`src/common/cal_regs_defines.svh`:
```
// Register indices, field positions, reset values and bus codes for the calibration register group
`ifndef CAL_REGS_DEFINES_SVH
`define CAL_REGS_DEFINES_SVH

// =====================================================================
// Register indices (byte address is four times the index)
`define IDX_PROGRESS_STATUS  10'h06a
`define IDX_PIN_SETUP        10'h06b
`define IDX_SOFT_TRIGGER     10'h06c
`define IDX_LOWPOWER_SETUP   10'h06e
`define IDX_EVENT_STATUS     10'h070
`define IDX_EVENT_MASK       10'h071
`define ADDR_WIDTH           12

// =====================================================================
// Reset values
`define RST_PIN_SETUP        8'h00
`define RST_SOFT_TRIGGER     8'h01
`define RST_LOWPOWER_SETUP   8'h88
`define RST_EVENT_MASK       3'h0

// =====================================================================
// Field positions
`define FLD_FG_COMPLETE      0
`define FLD_BG_HALTED        1
`define FLD_CODE_LO          2
`define FLD_CODE_HI          4
`define FLD_SRC_SEL          0
`define FLD_PINSEL_LO        1
`define FLD_PINSEL_HI        2
`define FLD_SOFT_TRIG        0
`define FLD_LP_ENABLE        0
`define FLD_TRIG_MODE        1
`define FLD_WAKE_LO          3
`define FLD_WAKE_HI          4
`define FLD_SLEEP_LO         5
`define FLD_SLEEP_HI         7

// =====================================================================
// Event bits and bus responses
`define EVT_FG_COMPLETE      0
`define EVT_BG_HALTED        1
`define EVT_ALARM            2
`define EVT_COUNT            3
`define RESP_OKAY            2'h0
`define RESP_SLVERR          2'h2

`endif

```
`src/common/cal_regs_pkg.sv`:
```
// Types shared by the calibration register group
package cal_regs_pkg;
	// Source mirrored on the status output pin
	typedef enum logic [1:0] {
		STATPIN_FG_COMPLETE,
		STATPIN_BG_HALTED,
		STATPIN_ALARM,
		STATPIN_LOW
	} status_pin_select_t;
endpackage

```
`src/calibration_status_trigger_regs.sv`:
```
// Calibration status, trigger selection and low-power setup registers behind an AXI4-Lite slave
//
// Local design decision: the AXI4-Lite slave port.
`timescale 1ns/1ps
`include "cal_regs_defines.svh"
`default_nettype none

module calibration_status_trigger_regs (
	input  wire logic                    aclk,                  // 125 MHz clock
	input  wire logic                    aresetn,               // Synchronous reset, active low
	input  wire logic                    s_axi_awvalid,         // Write address valid
	output logic                         s_axi_awready,         // Write address ready
	input  wire logic [`ADDR_WIDTH-1:0]  s_axi_awaddr,          // Write byte address
	input  wire logic                    s_axi_wvalid,          // Write data valid
	output logic                         s_axi_wready,          // Write data ready
	input  wire logic [31:0]             s_axi_wdata,           // Write data
	input  wire logic [3:0]              s_axi_wstrb,           // Byte enables
	output logic                         s_axi_bvalid,          // Write response valid
	input  wire logic                    s_axi_bready,          // Write response ready
	output logic [1:0]                   s_axi_bresp,           // Write response code
	input  wire logic                    s_axi_arvalid,         // Read address valid
	output logic                         s_axi_arready,         // Read address ready
	input  wire logic [`ADDR_WIDTH-1:0]  s_axi_araddr,          // Read byte address
	output logic                         s_axi_rvalid,          // Read data valid
	input  wire logic                    s_axi_rready,          // Read data ready
	output logic [31:0]                  s_axi_rdata,           // Read data
	output logic [1:0]                   s_axi_rresp,           // Read response code
	input  wire logic                    fg_complete_in,        // Engine: foreground done or skipped
	input  wire logic                    bg_halt_event,         // Engine: background halted at phase
	input  wire logic                    bg_resume_event,       // Engine: background running again
	input  wire logic                    background_calibration_enable, // Background calibration on
	input  wire logic [2:0]              progress_code_in,      // Engine: status code
	input  wire logic                    alarm_in,              // Alarm level
	input  wire logic                    trigger_input_pin,     // Asynchronous trigger pin
	output logic                         status_output_pin,     // Selected status flag
	output logic                         calibration_trigger,   // Synchronised trigger to sequencer
	output logic                         lowpower_active,       // Low-power background in force
	output logic                         offline_wake,          // Wake the offline converter
	output logic [2:0]                   idle_sleep_interval,   // Sleep delay code, autonomous mode
	output logic [1:0]                   wake_settle_interval,  // Wake settle delay code
	output logic                         irq                    // Level interrupt
);

	// =====================================================================
	// Register state
	logic [7:0]             pin_setup_reg;
	logic [7:0]             soft_trigger_reg;
	logic [7:0]             lowpower_setup_reg;
	logic                   fg_complete_reg;
	logic                   halted_flag_reg;
	logic [2:0]             status_code_reg;
	logic                   alarm_reg;
	logic [`EVT_COUNT-1:0]  event_status_reg;
	logic [`EVT_COUNT-1:0]  event_mask_reg;
	logic                   pin_meta_reg;
	logic                   pin_sync_reg;
	logic                   trigger_level_reg;

	// =====================================================================
	// Write and read channel state
	logic                   aw_full_reg;
	logic                   w_full_reg;
	logic [`ADDR_WIDTH-1:0] aw_addr_reg;
	logic [7:0]             w_data_reg;
	logic                   w_lane_reg;
	logic                   awready_reg;
	logic                   wready_reg;
	logic                   bvalid_reg;
	logic [1:0]             bresp_reg;
	logic                   arready_reg;
	logic                   rvalid_reg;
	logic [31:0]            rdata_reg;
	logic [1:0]             rresp_reg;

	logic                   aw_take;
	logic                   w_take;
	logic                   ar_take;
	logic                   do_write;
	logic                   aw_full_next;
	logic                   w_full_next;
	logic                   bvalid_next;
	logic                   rvalid_next;
	logic [9:0]             wr_idx;
	logic [9:0]             rd_idx;
	logic                   wr_hit;
	logic [31:0]            rd_value;
	logic                   rd_hit;
	logic [`EVT_COUNT-1:0]  event_set;
	logic [`EVT_COUNT-1:0]  event_clr;
	logic [`EVT_COUNT-1:0]  event_status_next;
	logic                   trigger_src_next;
	cal_regs_pkg::status_pin_select_t pin_select;

	assign aw_take      = s_axi_awvalid & awready_reg;
	assign w_take       = s_axi_wvalid & wready_reg;
	assign ar_take      = s_axi_arvalid & arready_reg;
	// Address and data may arrive in either order; the write happens once both are held
	assign do_write     = aw_full_reg & w_full_reg & ~bvalid_reg;
	assign aw_full_next = (aw_full_reg | aw_take) & ~do_write;
	assign w_full_next  = (w_full_reg | w_take) & ~do_write;
	assign bvalid_next  = do_write | (bvalid_reg & ~s_axi_bready);
	assign rvalid_next  = ar_take | (rvalid_reg & ~s_axi_rready);
	assign wr_idx       = aw_addr_reg[`ADDR_WIDTH-1:2];
	assign rd_idx       = s_axi_araddr[`ADDR_WIDTH-1:2];
	assign pin_select   = cal_regs_pkg::status_pin_select_t'(pin_setup_reg[`FLD_PINSEL_HI:`FLD_PINSEL_LO]);

	// Decode of the write target; read-only status takes writes silently
	always_comb begin
		unique case (wr_idx)
			`IDX_PROGRESS_STATUS, `IDX_PIN_SETUP, `IDX_SOFT_TRIGGER,
			`IDX_LOWPOWER_SETUP, `IDX_EVENT_STATUS, `IDX_EVENT_MASK: wr_hit = 1'b1;
			default: wr_hit = 1'b0;
		endcase
	end

	// Read mux; upper bits of every register read as zero
	always_comb begin
		rd_hit   = 1'b1;
		rd_value = 32'h0000_0000;
		unique case (rd_idx)
			`IDX_PROGRESS_STATUS: rd_value = {27'h0000000, status_code_reg, halted_flag_reg, fg_complete_reg};
			`IDX_PIN_SETUP:       rd_value = {24'h000000, pin_setup_reg};
			`IDX_SOFT_TRIGGER:    rd_value = {24'h000000, soft_trigger_reg};
			`IDX_LOWPOWER_SETUP:  rd_value = {24'h000000, lowpower_setup_reg};
			`IDX_EVENT_STATUS:    rd_value = {29'h00000000, event_status_reg};
			`IDX_EVENT_MASK:      rd_value = {29'h00000000, event_mask_reg};
			default:              rd_hit   = 1'b0;
		endcase
	end

	// =====================================================================
	// AXI4-Lite write handshake
	always_ff @(posedge aclk) begin
		if (!aresetn) begin
			aw_full_reg <= 1'b0;
			w_full_reg  <= 1'b0;
			awready_reg <= 1'b0;
			wready_reg  <= 1'b0;
			bvalid_reg  <= 1'b0;
			bresp_reg   <= `RESP_OKAY;
			aw_addr_reg <= '0;
			w_data_reg  <= 8'h00;
			w_lane_reg  <= 1'b0;
		end else begin
			aw_full_reg <= aw_full_next;
			w_full_reg  <= w_full_next;
			awready_reg <= ~aw_full_next;
			wready_reg  <= ~w_full_next;
			bvalid_reg  <= bvalid_next;
			if (aw_take) begin
				aw_addr_reg <= s_axi_awaddr;
			end
			if (w_take) begin
				w_data_reg <= s_axi_wdata[7:0];
				w_lane_reg <= s_axi_wstrb[0];
			end
			if (do_write) begin
				bresp_reg <= wr_hit ? `RESP_OKAY : `RESP_SLVERR;
			end
		end
	end

	// =====================================================================
	// AXI4-Lite read; one read outstanding, answered the cycle after acceptance
	always_ff @(posedge aclk) begin
		if (!aresetn) begin
			arready_reg <= 1'b0;
			rvalid_reg  <= 1'b0;
			rdata_reg   <= 32'h0000_0000;
			rresp_reg   <= `RESP_OKAY;
		end else begin
			arready_reg <= ~rvalid_next;
			rvalid_reg  <= rvalid_next;
			if (ar_take) begin
				rdata_reg <= rd_value;
				rresp_reg <= rd_hit ? `RESP_OKAY : `RESP_SLVERR;
			end
		end
	end

	// =====================================================================
	// Writable setup registers; only byte lane 0 carries data
	always_ff @(posedge aclk) begin
		if (!aresetn) begin
			pin_setup_reg      <= `RST_PIN_SETUP;
			soft_trigger_reg   <= `RST_SOFT_TRIGGER;
			lowpower_setup_reg <= `RST_LOWPOWER_SETUP;
			event_mask_reg     <= `RST_EVENT_MASK;
		end else if (do_write && w_lane_reg) begin
			// Reserved bits are stored as written; software is expected to keep them at default
			unique case (wr_idx)
				`IDX_PIN_SETUP:      pin_setup_reg      <= w_data_reg;
				`IDX_SOFT_TRIGGER:   soft_trigger_reg   <= w_data_reg;
				`IDX_LOWPOWER_SETUP: lowpower_setup_reg <= w_data_reg;
				`IDX_EVENT_MASK:     event_mask_reg     <= w_data_reg[`EVT_COUNT-1:0];
				default: ;
			endcase
		end
	end

	// =====================================================================
	// Calibration flags sampled from the engine
	always_ff @(posedge aclk) begin
		if (!aresetn) begin
			fg_complete_reg <= 1'b0;
			halted_flag_reg <= 1'b0;
			status_code_reg <= 3'h0;
			alarm_reg       <= 1'b0;
		end else begin
			fg_complete_reg <= fg_complete_in;
			status_code_reg <= progress_code_in;
			alarm_reg       <= alarm_in;
			if (!background_calibration_enable) begin
				halted_flag_reg <= fg_complete_in;
			end else if (bg_halt_event) begin
				halted_flag_reg <= 1'b1;
			end else if (bg_resume_event) begin
				halted_flag_reg <= 1'b0;
			end
		end
	end

	// =====================================================================
	// Trigger source; the pin is asynchronous so it passes two flops first
	assign trigger_src_next = pin_setup_reg[`FLD_SRC_SEL] ? pin_sync_reg
		: soft_trigger_reg[`FLD_SOFT_TRIG];

	always_ff @(posedge aclk) begin
		if (!aresetn) begin
			pin_meta_reg      <= 1'b1;
			pin_sync_reg      <= 1'b1;
			trigger_level_reg <= 1'b1;
		end else begin
			pin_meta_reg      <= trigger_input_pin;
			pin_sync_reg      <= pin_meta_reg;
			trigger_level_reg <= trigger_src_next;
		end
	end

	// =====================================================================
	// Status pin and low-power controls
	always_ff @(posedge aclk) begin
		if (!aresetn) begin
			status_output_pin    <= 1'b0;
			lowpower_active      <= 1'b0;
			offline_wake         <= 1'b0;
			idle_sleep_interval  <= 3'h4;
			wake_settle_interval <= 2'h1;
		end else begin
			unique case (pin_select)
				cal_regs_pkg::STATPIN_FG_COMPLETE: status_output_pin <= fg_complete_reg;
				cal_regs_pkg::STATPIN_BG_HALTED: status_output_pin <= halted_flag_reg;
				cal_regs_pkg::STATPIN_ALARM:     status_output_pin <= alarm_reg;
				cal_regs_pkg::STATPIN_LOW:       status_output_pin <= 1'b0;
			endcase
			// Low-power mode is meaningless without background calibration, so it is gated here
			lowpower_active <= lowpower_setup_reg[`FLD_LP_ENABLE] & background_calibration_enable;
			offline_wake    <= lowpower_active & lowpower_setup_reg[`FLD_TRIG_MODE]
				& ~trigger_level_reg;
			idle_sleep_interval  <= lowpower_setup_reg[`FLD_SLEEP_HI:`FLD_SLEEP_LO];
			wake_settle_interval <= lowpower_setup_reg[`FLD_WAKE_HI:`FLD_WAKE_LO];
		end
	end

	// =====================================================================
	// Sticky events, write one to clear; a new event beats a clear in the same cycle
	assign event_set = {alarm_in & ~alarm_reg,
		background_calibration_enable & bg_halt_event,
		fg_complete_in & ~fg_complete_reg};
	assign event_clr = (do_write && w_lane_reg && wr_idx == `IDX_EVENT_STATUS)
		? w_data_reg[`EVT_COUNT-1:0] : '0;
	assign event_status_next = (event_status_reg & ~event_clr) | event_set;

	always_ff @(posedge aclk) begin
		if (!aresetn) begin
			event_status_reg <= '0;
			irq              <= 1'b0;
		end else begin
			event_status_reg <= event_status_next;
			irq              <= |(event_status_next & event_mask_reg);
		end
	end

	assign calibration_trigger = trigger_level_reg;
	assign s_axi_awready = awready_reg;
	assign s_axi_wready  = wready_reg;
	assign s_axi_bvalid  = bvalid_reg;
	assign s_axi_bresp   = bresp_reg;
	assign s_axi_arready = arready_reg;
	assign s_axi_rvalid  = rvalid_reg;
	assign s_axi_rdata   = rdata_reg;
	assign s_axi_rresp   = rresp_reg;
endmodule

`default_nettype wire

```
`config.mk`:
```
export PLATFORM = sky130hd
export DESIGN_NAME = calibration_status_trigger_regs
export DESIGN_NICKNAME = d
export VERILOG_FILES = /design/src/common/cal_regs_pkg.sv /design/src/calibration_status_trigger_regs.sv
export VERILOG_INCLUDE_DIRS = /design/src /design/src/common
export SDC_FILE = /design/constraint.sdc
export NUM_CORES = 1
export LEC_CHECK = 0
export BUFFER_PORTS_ARGS = -buffer_cell sky130_fd_sc_hd__buf_2
export CAP_MARGIN = 0
export CORE_MARGIN = 5
export CORE_UTILIZATION = 45
export DETAILED_ROUTE_END_ITERATION = 10
export PLACE_DENSITY = 0.72
export SYNTH_ARGS = -nofsm -noshare
export SYNTH_HDL_FRONTEND = slang
export SYNTH_SLANG_ARGS = --single-unit
export TNS_END_PERCENT = 20
```
`constraint.sdc`:
```
create_clock -name aclk -period 2.4 [get_ports aclk]
set_clock_uncertainty 0.05 [all_clocks]
set_input_delay 0.24 -clock aclk [delete_from_list [all_inputs] [get_ports aclk]]
set_output_delay 0.24 -clock aclk [all_outputs]
set_load 0.005 [all_outputs]
```
# == Word level (Yosys, flattened, before mapping) ==
# Cells that the tools add are included.
# totals
ff_bits,112
inputBits,76
output_inout_bits,51
wordCells,101
# op_classes
n_eq_ne,16
muxes,11
bitwise,33
n_reduce_logical,10
# op_table
operator,n
$eq 10x7->1 const B,12
$pmux 8 s6,1
$and 1x1->1,15
$reduce_or 6->1,2
$not 1->1,10
$reduce_and 2->1,4
$and 3x3->3,2
$mux 1,6
$eq 2x2->1 const B,2
$mux 2,2
$or 1x1->1,4
$pmux 1 s4,1
$mux 3,1
$ne 3x3->1 const B,1
$not 3->3,1
$or 3x3->3,1
$reduce_or 3->1,1
$eq 2x1->1 const B,1
$logic_and 1x1->1,2
$logic_not 2->1,1

# == Logic depth before layout (Yosys ltp) ==
# depth
ltp_word,10
depth_mapped,6

# == Worst setup path after synthesis ==
# No wires, ideal clock.
# synth_path
path_type,register to register
startpoint,register aw_addr_reg[9]
endpoint,register soft_trigger_reg[0]
setup_ns,0.145
t_arrival_ns,1.645
required_time_ns,2.205
setup_slack_ns,0.560
stages_incl_launch_ff,7
path_buffers,2
period_less_slack_ns,1.840
cell_sequence,dfxtp_1 > or3b_1 > buf_2 > or4_1 > buf_2 > o21ai_2 > o311ai_2
# synth_between
elab_chain_len,2
# synth_lines
item,line_no,source
from (decl),calibration_status_trigger_regs.sv:63,logic [`ADDR_WIDTH-1:0] aw_addr_reg;
from (signal assigned),calibration_status_trigger_regs.sv:151,aw_addr_reg <= s_axi_awaddr;
$eq 10x7->1,calibration_status_trigger_regs.sv:191,unique case (wr_idx)
$reduce_and 2->1 (no source line),-,
to (signal assigned),calibration_status_trigger_regs.sv:186,soft_trigger_reg <= `RST_SOFT_TRIGGER;
to (signal assigned),calibration_status_trigger_regs.sv:193,`IDX_SOFT_TRIGGER: soft_trigger_reg <= w_data_reg;
to (decl),calibration_status_trigger_regs.sv:47,logic [7:0] soft_trigger_reg;
# Every way passes these cells.
# A chain may end at the register's enable or synchronous reset.

# == Worst setup path in the final report ==
# layout_path
startpoint,register aw_addr_reg[5]
endpoint,register lowpower_setup_reg[5]
# layout_between
elab_chain_len,2
# layout_lines
item,line_no,source
$eq 10x7->1,calibration_status_trigger_regs.sv:191,
$reduce_and 2->1 (no source line),-,
to (signal assigned),calibration_status_trigger_regs.sv:187,lowpower_setup_reg <= `RST_LOWPOWER_SETUP;
to (signal assigned),calibration_status_trigger_regs.sv:194,`IDX_LOWPOWER_SETUP: lowpower_setup_reg <= w_data_reg;
to (decl),calibration_status_trigger_regs.sv:48,logic [7:0] lowpower_setup_reg;
# Every way passes these cells.

==> results.cfg <==
[outcome]
status = completed

[sta]
hold_viol_final = 0
maxSlewViolCount = 0
finalSetupViolCount = 0
tightestPinTransition_ns = 0.5718
relSlewSlack_pct = 61.34
holdWs_ns = 0.02533
setup_slack_ns = 0.3847
finalCritPeriodShare_pct = 83.97
grt_setup_unrepaired = false
final.min_clock_period_ns = 2.015
clock.fmax_mhz = 496.2
tns_ns = 0

[setup_path]
crit_required_ns = 2.59
arrival_ns = 2.20
path_max_fanout = 7
worstSetupStartpointType = flop
path_class = flop to flop
cp-end-kind = flop

[detailed_routing]
top_layer_used = met4
vias_per_cell = 4.936
wl_met1_um = 3586
drtIter0Drc = 72
num_vias = 2843
wl_met3_um = 616
wl_met2_um = 3573
drc = 0
routed_wl_um = 7828
firstDrtPassIters = 4
detail_route.wl_per_cell_um = 13.59
ant_nets = 0

[yosys]
synth_edf_count = 0
syn_avg_cell_area_um2 = 9.178
synth_area_mm2 = 0.003699
yosys_warnings = 0
ys_seq_area_share_pct = 45.47
synth_seq_cells = 84
ys_async_sr_fraction_pct = 0
netlist_instances = 403
ys.flop_type = dfxtp_1
synth.distinct_cells = 51

[cts]
cts_root_buffer = clkbuf_8
cts_tree = done
numCtsBuffers = 9
cts.path.max_buffers = 2
cts_sinks = 84
ctsHoldBuffers = 0
post_cts_buffers = 0
postCtsResizedCells = 0
clock_latency_ns = 0.35
htree_levels = 3
clkTransAtPathRegs_ns = 0.08

[layout]
area_delta_synth_final_pct = 13.53
diodes = 0
drive_gt1_share_pct = 20.17
largest_reg_flops = 10
finalInstanceArea_mm2 = 0.004199
multi_input_area_mm2 = 0.001812
final_nets = 542
seqCellArea_mm2 = 0.001682
fill_cells = 803

[global_route]
grt_max_degree = 51
antenna_found_initial = 0
grt_pass1_wl_um = 12780
grt_overflow = 0
grt_pass1_vias = 2813
track_usage_pct = 15.58

[placement]
portBuffers = 69
dp_hpwl_um = 5843
post-place-ws_ns = 0.4171
dpl_cell_area_mm2 = 0.004028
routabilityCongestion = 0.8357

[run]
drv_cap = 0

[power]
p_leak_nw = 1.813
power.density_mw_per_mm2 = 610.2
peakVddDrop_mv = 0.3299

[floorplanning]
ios = 127
dieArea_mm2 = 0.01013
rows = 33
core_mm2 = 0.008093
dieWidth_um = 100.7
die_h_um = 100.7
initial_core_util_pct = 45.70

[min_path]
hp-class = input pin to flop
-- cells in the mapped netlist, types with 3 or more instances --
library cell | n | area [um^2]
a21boi_0 | 20 | 150.1
a21oi_1 | 10 | 50.05
a32o_1 | 3 | 30.03
and2_1 | 12 | 75.07
and3_1 | 4 | 25.02
buf_2 | 5 | 25.02
buf_4 | 27 | 202.7
clkbuf_1 | 13 | 48.80
dfxtp_1 | 84 | 1682
inv_1 | 6 | 22.52
mux2_2 | 3 | 33.78
mux2i_1 | 36 | 360.4
nand2_1 | 80 | 300.3
nand2b_1 | 9 | 56.30
nand3b_1 | 3 | 22.52
nor2_1 | 10 | 37.54
nor2b_1 | 5 | 31.28
nor3_1 | 5 | 25.02
nor4_1 | 3 | 18.77
nor4b_1 | 3 | 26.28
o211a_1 | 3 | 30.03
o21a_1 | 3 | 22.52
o21ai_0 | 9 | 45.04
o21ai_1 | 5 | 25.02
o22a_1 | 3 | 26.28
o22ai_1 | 8 | 50.05
-- layout by cell type (no fill, tap or decap), types with 4 or more instances in the layout --
cell       n
a21boi_0  20
a21oi_1   10
and2_1    12
and3_1     4
buf_2     69
clkbuf_8  10
conb_1    26
dfxtp_1   84
inv_1      6
mux2i_1   36
nand2_1   80
nand2b_1   9
nor2_1    10
nor2b_1    5
nor3_1     5
o21ai_0    9
o21ai_1    5
o22ai_1    8
-- worst max-delay path, stage by stage, from the launching register on --
cell,delay [ns]
dfxtp_1,0.41
or4bb_1,0.54
or4_1,0.57
o21ai_0,0.23
o21ai_1,0.09
-- metrics by stage --
step | utilization (%) | power (mW) | std cells
final | 51.89 | 2.562 | 576
after global routing | 51.89 | 2.684 | 576
after CTS | 51.89 | 2.592 | 576
after detailed placement | 49.77 | 1.707 | 560
after global placement | 49.77 | 1.701 | 560
after floorplan | - | 1.653 | 428
-- logic make-up after synthesis --
group / Yosys count / synth area share, %
buf+inv: 51 / 8.085
simple gates: 152 / 21.28
compound gates: 76 / 14.41
flops: 84 / 45.47
mux: 39 / 10.66
other cells: 1 / 0.1014
-- routing by layer --
layer / up-vias / track usage, %
met2: 82 / 25.16
met1: 1294 / 20.16
met3: 4 / 4.498
met5: - / 0
li1: 1463 / -
met4: 0 / 4.663
-- path summary, 6_finish.rpt --
path / startpoint / to / slack, ns / cells after the start
worst min register to register: pin_meta_reg / pin_sync_reg / 0.37 / 1
worst max register to register: aw_addr_reg[5] / lowpower_setup_reg[5] / 0.38 / 4
worst max-delay path: aw_addr_reg[5] / lowpower_setup_reg[5] / 0.38 / 4
worst min-delay path: trigger_input_pin / pin_meta_reg / 0.03 / 2
-- cell type report --
type	count	share of cell area, %
Timing Repair Buffer	72	9.058
Sequential cell	84	40.05
Clock buffer	13	3.546
Multi-Input combinational cell	293	43.15
Inverter	6	0.5364
Tap cell	105	3.129
Clock inverter	3	0.5364
-- power by group --
group,internal (mW),switching [mW]
logic,0.0929,0.120
clock network,0.405,0.483
registers,1.43,0.0277
No activity file was read; power rests on OpenSTA's default activity.
